===== src/pkg/lcd_timing_pkg.sv =====
// Constants and types for the LCD frame and AC drive timing generator.
// Notes on behaviour
// - A 4-bit line_count_select field picks the duty, codes 0 to 9 giving 8 to 80 common rows in steps of eight.
// - The frame length in operating clocks follows the line count per table, with 1152 and 1280 for nine and ten lines.
// - In B-pattern mode the drive polarity flips once at the end of every complete frame.
// - In C-pattern mode the polarity flips after every ac_row_interval plus one raster rows, 1 to 32.
// - The operating clock comes from an external clock input or from the internal R-C oscillator.
`default_nettype none
package lcd_timing_pkg;
   localparam int unsigned LINE_SEL_W = 4;
   localparam int unsigned ROW_W = 7;
   localparam int unsigned NW_W = 5;
   localparam int unsigned FRAME_W = 11;
   localparam int unsigned PER_W = 8;
   localparam logic [LINE_SEL_W-1:0] LINE_SEL_MAX = 4'h9;
   localparam logic [ROW_W-1:0] ROWS_PER_LINE = 7'h08;

   typedef enum logic {AC_B_PATTERN, AC_C_PATTERN} ac_mode_t;

   typedef struct packed {
      logic [ROW_W-1:0] common_row;
      logic row_strobe;
      logic frame_strobe;
      logic polarity;
   } scan_out_t;

   // Frame length in operating clocks for each line count code.
   function automatic logic [FRAME_W-1:0] frame_clocks(input logic [LINE_SEL_W-1:0] sel);
      logic [FRAME_W-1:0] n;
      n = 11'h400;
      unique case (sel)
         4'h0: n = 11'h400;
         4'h1: n = 11'h400;
         4'h2: n = 11'h408;
         4'h3: n = 11'h400;
         4'h4: n = 11'h410;
         4'h5: n = 11'h3f0;
         4'h6: n = 11'h3f0;
         4'h7: n = 11'h400;
         4'h8: n = 11'h480;
         4'h9: n = 11'h500;
         default: n = 11'h400;
      endcase
      return n;
   endfunction

   // Number of driven common rows; out-of-range codes clamp to ten lines.
   function automatic logic [ROW_W-1:0] row_count(input logic [LINE_SEL_W-1:0] sel);
      logic [LINE_SEL_W-1:0] s;
      s = (sel > LINE_SEL_MAX) ? LINE_SEL_MAX : sel;
      return ROW_W'((ROW_W'(s) + 7'h01) * ROWS_PER_LINE);
   endfunction
endpackage
`default_nettype wire


===== src/hdl/lcd_frame_ac_drive_timing.sv =====
// Frame, common-row scan and AC polarity generator of the LCD driver.
`timescale 1ns/1ps
`default_nettype none
module lcd_frame_ac_drive_timing
   import lcd_timing_pkg::*;
(
   input wire logic i_clk,
   input wire logic i_arst_n,
   input wire logic i_osc_clk_tick,
   input wire logic i_ext_clk_tick,
   input wire logic i_ext_clk_sel,
   input wire logic [LINE_SEL_W-1:0] i_line_count_select,
   input wire ac_mode_t i_ac_mode,
   input wire logic [NW_W-1:0] i_ac_row_interval,
   output logic [ROW_W-1:0] o_common_row,
   output logic o_row_strobe,
   output logic o_frame_strobe,
   output logic o_polarity
);

   // Operating clock and the settings that shape one frame.
   logic op_tick;
   logic [FRAME_W-1:0] frame_len;
   logic [FRAME_W-1:0] frame_last;
   logic [ROW_W-1:0] rows;
   logic [ROW_W-1:0] row_last;
   logic [PER_W-1:0] period;
   logic [PER_W-1:0] period_last;

   // Terminal counts decoded from the counters.
   logic frame_hit;
   logic period_hit;
   logic row_more;
   logic end_frame;
   logic end_row;
   logic scan_step;
   logic ac_hit;
   logic c_mode;

   // Counters.
   logic [FRAME_W-1:0] frame_cnt_ff;
   logic [PER_W-1:0] per_cnt_ff;
   logic [NW_W-1:0] ac_cnt_ff;

   // Output flops, gathered into one struct on the way to the pins.
   logic [ROW_W-1:0] common_row_ff;
   logic row_strobe_ff;
   logic frame_strobe_ff;
   logic polarity_ff;
   scan_out_t scan;

   // Operating clock is an enable tick from the chosen source.
   assign op_tick = i_ext_clk_sel ? i_ext_clk_tick : i_osc_clk_tick;

   assign frame_len = frame_clocks(i_line_count_select);
   assign frame_last = frame_len - 11'h001;
   assign rows = row_count(i_line_count_select);
   assign row_last = rows - 7'h01;

   // Integer division truncates; any remainder clocks stretch the last row.
   assign period = PER_W'(frame_len / FRAME_W'(rows));
   assign period_last = period - 8'h01;

   // Compares use >= so a setting changed mid-frame still ends the frame.
   assign frame_hit = frame_cnt_ff >= frame_last;
   assign period_hit = per_cnt_ff >= period_last;
   assign row_more = common_row_ff < row_last;

   assign end_frame = op_tick && frame_hit;
   assign end_row = op_tick && period_hit && row_more;
   assign scan_step = end_row || end_frame;

   assign c_mode = i_ac_mode == AC_C_PATTERN;
   assign ac_hit = ac_cnt_ff >= i_ac_row_interval;

   // Frame counter counts operating clocks and wraps at the frame length.
   always_ff @(posedge i_clk or negedge i_arst_n) begin
      if (!i_arst_n) begin
         frame_cnt_ff <= '0;
      end else if (end_frame) begin
         frame_cnt_ff <= '0;
      end else if (op_tick) begin
         frame_cnt_ff <= frame_cnt_ff + 11'h001;
      end
   end

   // Row period counter restarts on every row end, frame end included.
   always_ff @(posedge i_clk or negedge i_arst_n) begin
      if (!i_arst_n) begin
         per_cnt_ff <= '0;
      end else if (scan_step) begin
         per_cnt_ff <= '0;
      end else if (op_tick) begin
         per_cnt_ff <= per_cnt_ff + 8'h01;
      end
   end

   // Common scan steps once per period and wraps at frame end.
   always_ff @(posedge i_clk or negedge i_arst_n) begin
      if (!i_arst_n) begin
         common_row_ff <= '0;
      end else if (end_frame) begin
         common_row_ff <= '0;
      end else if (end_row) begin
         common_row_ff <= common_row_ff + 7'h01;
      end
   end

   always_ff @(posedge i_clk or negedge i_arst_n) begin
      if (!i_arst_n) begin
         row_strobe_ff <= 1'b0;
      end else begin
         row_strobe_ff <= scan_step;
      end
   end

   always_ff @(posedge i_clk or negedge i_arst_n) begin
      if (!i_arst_n) begin
         frame_strobe_ff <= 1'b0;
      end else begin
         frame_strobe_ff <= end_frame;
      end
   end

   // B-pattern keeps the raster counter clear so a switch starts a fresh interval.
   always_ff @(posedge i_clk or negedge i_arst_n) begin
      if (!i_arst_n) begin
         ac_cnt_ff <= '0;
      end else if (!c_mode) begin
         ac_cnt_ff <= '0;
      end else if (scan_step && ac_hit) begin
         ac_cnt_ff <= '0;
      end else if (scan_step) begin
         ac_cnt_ff <= ac_cnt_ff + 5'h01;
      end
   end

   // Frame end counts as a row end in C-pattern, so the last row of a frame is not lost.
   always_ff @(posedge i_clk or negedge i_arst_n) begin
      if (!i_arst_n) begin
         polarity_ff <= 1'b0;
      end else if (!c_mode && end_frame) begin
         polarity_ff <= ~polarity_ff;
      end else if (c_mode && scan_step && ac_hit) begin
         polarity_ff <= ~polarity_ff;
      end
   end

   assign scan.common_row = common_row_ff;
   assign scan.row_strobe = row_strobe_ff;
   assign scan.frame_strobe = frame_strobe_ff;
   assign scan.polarity = polarity_ff;

   assign o_common_row = scan.common_row;
   assign o_row_strobe = scan.row_strobe;
   assign o_frame_strobe = scan.frame_strobe;
   assign o_polarity = scan.polarity;
endmodule
`default_nettype wire


===== config.mk =====
export PLATFORM = sky130hd
export DESIGN_NAME = lcd_frame_ac_drive_timing
export DESIGN_NICKNAME = d
export VERILOG_FILES = /design/src/pkg/lcd_timing_pkg.sv /design/src/hdl/lcd_frame_ac_drive_timing.sv
export SDC_FILE = /design/constraint.sdc
export NUM_CORES = 1
export LEC_CHECK = 0
export BUFFER_PORTS_ARGS = -buffer_cell sky130_fd_sc_hd__buf_2
export CAP_MARGIN = 20
export CORE_UTILIZATION = 50
export DETAILED_ROUTE_END_ITERATION = 8
export GPL_TIMING_DRIVEN = 0
export HOLD_SLACK_MARGIN = 0.08
export PLACE_DENSITY = 0.68
export SLEW_MARGIN = 10
export SYNTH_ARGS = -nofsm -noshare
export SYNTH_HDL_FRONTEND = slang
export SYNTH_SLANG_ARGS = --single-unit
export TNS_END_PERCENT = 5

===== constraint.sdc =====
create_clock -name i_clk -period 4.8 [get_ports i_clk]
set_input_delay 0.96 -clock i_clk [delete_from_list [all_inputs] [get_ports i_clk]]
set_output_delay 0.96 -clock i_clk [all_outputs]
set_load 0.03 [all_outputs]

-- Word-level counts from Yosys, hierarchy flattened
Memory sizes are Yosys's and may differ from the RTL's.
Cells that the tools add are included.
Widths: inputs -> output; s select.
- mux-type cells: 13
- equal/unequal tests: 1
- bitwise logic cells: 1
- divide/modulo/power cells: 1
- add/subtract/negate cells: 8
- reduce and logical (&&, ||, !) cells: 13
- $lt $le $gt $ge: 5
- operators by type and width (operator ; number):
    $mux 11 ; 2
    $mux 8 ; 2
    $mux 5 ; 3
    $mux 7 ; 2
    $add 11x1->11 const B ; 1
    $div 11x7->11 ; 1
    $ge 11x11->1 ; 1
    $sub 11x1->11 const B ; 1
    $add 8x1->8 const B ; 1
    $ge 8x8->1 ; 1
    $reduce_bool 2->1 ; 4
    $sub 8x1->8 const B ; 1
    $add 7x1->7 const B ; 1
    $logic_and 1x1->1 ; 7
    $lt 7x7->1 ; 1
    $sub 7x1->7 const B ; 1
    $add 5x1->5 const B ; 1
    $ge 5x5->1 ; 1
    $add 4x1->4 const B ; 1
    $gt 4x4->1 const B ; 1
    $mux 4 ; 1
    $mux 1 ; 3
    $ne 3x1->1 const B ; 1
    $logic_not 1->1 ; 1
    2 further kinds ; 2
- output and inout port bits: 10
- memories kept: 1
- register bits after elaboration: 34
- memory bits (read-only): 128
- memory list (name ; words ; bits a word ; rd ports ; clocked after Yosys merged registers in ; write ports ; line ; source):
    (no name shown) ; 16 ; 8 ; 1 ; 0 ; 0 ; lcd_timing_pkg.sv:31 ; unique case (sel)

-- Longest topological paths before layout
- depth after elaboration: 13
- mapped depth: 71

-- Least setup slack after synthesis
OpenSTA, ideal clock, no wires.
- path type: input-to-reg
- from: input port i_line_count_select[1]
- to: register common_row_ff[6] (netlist: o_common_row[6])
- arrival time: 13.074 ns
- setup time: 0.125 ns
- path slack: -8.399 ns
- required time: 4.675 ns
- stages: 65
- buffers on the path: 4
- path through: inv_1 ha_1 o21bai_1 nand2_1 nand2_1 ha_1 a21bo_1 mux2i_1 nand2_1 o32a_1 ha_1 o21a_1 nor2_1 or4_1 nand2_1 ha_1 o211a_1 o21a_1 (+29 left out) mux2_4 ha_1 o21ai_0 nand2b_1 a21oi_1 o2111a_1 ha_1 ha_1 a21o_1 a21o_1 a21o_1 a21o_1 a21o_1 a211o_1 and2_0 clkbuf_1 nand4_1 mux2_2
- cells in the longest elaborated chain, start to end: 9
- elaborated cells on any way between the ends: 16
- classes of those cells: 4 x add/sub; 1 x div; 4 x order compare; 2 x mux; 4 x reduce/logical; 1 x memory
- ends and longest elaborated chain (what ; line ; source):
    start: declaration ; lcd_frame_ac_drive_timing.sv:12 ; input wire logic [LINE_SEL_W-1:0] i_line_count_select,
    $gt 4x4->1 ; lcd_timing_pkg.sv:50 ; s = (sel > LINE_SEL_MAX) ? LINE_SEL_MAX : sel;
    $mux 4 ; lcd_timing_pkg.sv:50 ;
    $add 4x1->4 ; lcd_timing_pkg.sv:51 ; return ROW_W'((ROW_W'(s) + 7'h01) * ROWS_PER_LINE);
    $div 11x7->11 ; lcd_frame_ac_drive_timing.sv:61 ; assign period = PER_W'(frame_len / FRAME_W'(rows));
    $sub 8x1->8 ; lcd_frame_ac_drive_timing.sv:62 ; assign period_last = period - 8'h01;
    $ge 8x8->1 ; lcd_frame_ac_drive_timing.sv:66 ; assign period_hit = per_cnt_ff >= period_last;
    $logic_and 1x1->1 (2 in series) ; lcd_frame_ac_drive_timing.sv:70 ; assign end_row = op_tick && period_hit && row_more;
    $reduce_bool 2->1 (no line) ; - ;
    end signal: assignment ; lcd_frame_ac_drive_timing.sv:105 ; common_row_ff <= common_row_ff + 7'h01;
    end: declaration ; lcd_frame_ac_drive_timing.sv:46 ; logic [ROW_W-1:0] common_row_ff;
Several ways; a longest one is shown, not always the timed one.
A chain may end at the register's enable or synchronous reset.

-- Worst setup path in the final report
Same ends and word-level chain as after synthesis.

==> impl_metrics.json <==
{
  "run_status": "finished, violations left",
  "violations": "negative setup slack",
  "period_needed_ns": 12.53,
  "r2r-end": "o_common_row[1]$_DFFE_PN0N_",
  "coreArea_um2": 7292,
  "hold_viol": 0,
  "critPathMaxStageDelay_ns": 0.45,
  "fmax_mhz": 79.84,
  "initial_utilization_pct": 52.04,
  "slew_headroom_pct": 16.39,
  "tightest_slew_ns": 1.245,
  "syn_area_per_cell_um2": 8.586,
  "path_class": "in2reg",
  "synthAdderAreaFrac_pct": 21.43,
  "yosysTopAreaCell": "dfrtp_1",
  "drtAntennaViolNets": 0,
  "htreeDepth": 2,
  "cts_buffer_depth": 2,
  "regToRegStartpoint": "frame_cnt_ff[3]$_DFFE_PN0P_",
  "ys_seq_elements": 34,
  "synth-edff-count": 0,
  "maxCapViolations": 0,
  "slew_violations": 0,
  "top_level_ports": 25,
  "end_kind": "flip-flop",
  "yosys_most_used_dff": "dfrtp_1",
  "muxShareOfSynthArea_pct": 4.847,
  "syn_nets": 522,
  "placed_cell_area_um2": 4110,
  "wl_per_cell_um": 16.71,
  "final_cell_mix": "buf_4 (59), ha_1 (48), nor2_1 (38), dfrtp_1 (34), nand2_1 (30)",
  "synth_cells": 442,
  "path_clk_slew_ns": 0.07,
  "rows": 31,
  "fin_nets": 609,
  "worstSetupEndpoint": "o_common_row[6]$_DFFE_PN0N_",
  "antenna_found_initial": 0,
  "rsz0062_at_grt": "true",
  "synth-simple-area-share_pct": 19.72,
  "drive_above_1_share_pct": 33.77,
  "synth_compound_area_share_pct": 19.58,
  "multiInputGateArea_um2": 3333,
  "hold_slack_ns": 0.4648,
  "overflow": 0,
  "drt-initial-drc-count": 196,
  "vdd_drop_max_mv": 0.4411,
  "setup_violations": 22,
  "grt_start_max_net_pins": 35,
  "drt-pass1-iter-count": 4,
  "cts_root_buffer": "clkbuf_8",
  "p_total_w": 0.003661,
  "crit_start": "i_line_count_select[1]",
  "r2r_slack_ns": 1.57,
  "slowest_stage": "or4_4",
  "grt_pass1_vias": 3240,
  "synthesis.area_um2": 3795,
  "drc": 0,
  "design_area_um2": 5187,
  "hp-class": "reg2reg",
  "vias": 3678,
  "fin_crit_sh_pct": 260.9,
  "cts.sinks": 34,
  "final_common_cell": "buf_4",
  "yosysUniqueCellTypes": 65,
  "clk_latency_ns": 0.30,
  "yosys_warnings": 0,
  "io_buffers": 22,
  "synthArstFlopShare_pct": 100.0,
  "cts_buffers": 5,
  "worstPathRequired_ns": 4.98,
  "yosysTopAreaCellShare_pct": 22.42,
  "worst_clock_skew_ns": 0.006774,
  "n_fill_cell": 550,
  "register_area_um2": 850.8,
  "viasPerCell": 5.847,
  "antenna_cells": 0,
  "synthTopCellsByArea": "dfrtp_1 (22%), ha_1 (21%), nor2_1 (4.3%)",
  "dp_hpwl_mm": 6.238,
  "chipHeight_um": 89.12,
  "r2r_cells": 11,
  "wirelength_mm": 10.51,
  "p_per_area_nw_per_um2": 705.8,
  "final_util_pct": 71.14,
  "grt_pass1_wl_mm": 14.76,
  "crit_fanout": 6,
  "synth-xor-area-share_pct": 7.616,
  "syn_to_final_growth_pct": 36.70,
  "gp_congestion": 0.7627,
  "crit_path_start_kind": "input port",
  "final_cells": 629,
  "postCtsHoldBufs": 0,
  "cts_tree": "yes",
  "synth_top_family_by_area": "adder cells",
  "leakagePower_nw": 2.458,
  "grt_usage_pct": 23.77,
  "die_area_um2": 7942,
  "setup_ws_ns": -7.725,
  "synth_seq_area_share_pct": 22.42,
  "placed_cells": 563,
  "die_w_um": 89.12,
  "cp.arrival_ns": 12.71
}
worst min-delay path by stage:
| stage | end | cells past startpoint | startpoint |
|---|---|---|---|
| floorplan | frame_cnt_ff[4]$_DFFE_PN0P_ | 1 | frame_cnt_ff[4]$_DFFE_PN0P_ |
| global placement | o_polarity$_DFFE_PN0P_ | 1 | o_polarity$_DFFE_PN0P_ |
| detailed placement | o_polarity$_DFFE_PN0P_ | 1 | o_polarity$_DFFE_PN0P_ |
| CTS | o_polarity$_DFFE_PN0P_ | 1 | o_polarity$_DFFE_PN0P_ |
| global route | o_polarity$_DFFE_PN0P_ | 1 | o_polarity$_DFFE_PN0P_ |
| finish | o_polarity$_DFFE_PN0P_ | 1 | o_polarity$_DFFE_PN0P_ |
logic make-up (layout without fill, tap and decap cells):
kind of cell             count (synthesis)  in the layout
buffers and inverters                   39            127
AND/OR/NAND/NOR                        150            150
AO/OA/AOI/OAI                          106            106
multiplexers                            15             15
XOR/XNOR                                33             33
adder cells (fa/ha/maj)                 65             65
flip-flops                              34             34
flip-flops by register name (all words and copies together) (netlist names):
name and count:
ac_cnt_ff 5, frame_cnt_ff 11, o_common_row 7, o_frame_strobe 1, o_polarity 1, o_row_strobe 1, per_cnt_ff 8
critical path: cells and delay by family:
family | cells | cell delay (ns)
mux | 3 | 0.67
fa+ha+maj | 11 | 2.41
simple gates | 16 | 2.45
compound gates | 31 | 5.55
buf+inv | 6 | 0.60
final cells by class:
cell class	instances	area share (%)
multi-input cells	369	64.25
flip-flops and latches	34	16.40
repair buffers	82	11.53
inverters	29	2.484
well taps	99	2.388
clock buffers	6	1.592
plain buffers	8	1.110
clock inverters	2	0.2412
metrics by stage:
stage                     setup WS [ns]  setup TNS, ns
after floorplan                  -7.720        -163.93
after global placement           -9.027        -193.50
after detailed placement         -9.220        -197.84
after CTS                        -7.759        -167.00
after global routing             -8.142        -177.25
final                            -7.725        -167.75
synthesized netlist by cell type (all sizes together) (8+ instances only):
| cell | instances |
|---|---|
| ha | 65 |
| nor2 | 43 |
| dfrtp | 34 |
| nand2 | 34 |
| inv | 28 |
| o21ai | 25 |
| nand3 | 19 |
| xnor2 | 18 |
| a21o | 15 |
| xor2 | 15 |
| a21oi | 14 |
| o21a | 13 |
| nor3 | 10 |
| nand2b | 9 |
| mux2 | 8 |
layer usage:
| layer | GRT usage [%] | vias up | wire length [µm] |
|---|---|---|---|
| met2 | 39.76 | 90 | 5199 |
| met1 | 32.23 | 1778 | 4631 |
| met3 | 3.047 | 34 | 346 |
| met4 | 6.782 | 0 | 333 |
| met5 | 0 | - | 0 |
| li1 | - | 1776 | - |
what timing repair did:
item,in CTS,in global routing
gates resized for setup,61,48
buffers inserted,38,22
endpoints found under the hold margin,0,0
endpoints found under the setup margin,22,22
pin swaps,42,47
power by group:
| group | internal, W | switching (W) | leakage (nW) |
|---|---|---|---|
| clock network | 0.000115 | 0.000112 | 0.0472 |
| logic | 0.00156 | 0.00143 | 1.96 |
| registers | 0.000353 | 0.0000907 | 0.451 |
| total | 0.00203 | 0.00163 | 2.46 |
Note: power is estimated with default switching activity, not from simulation.
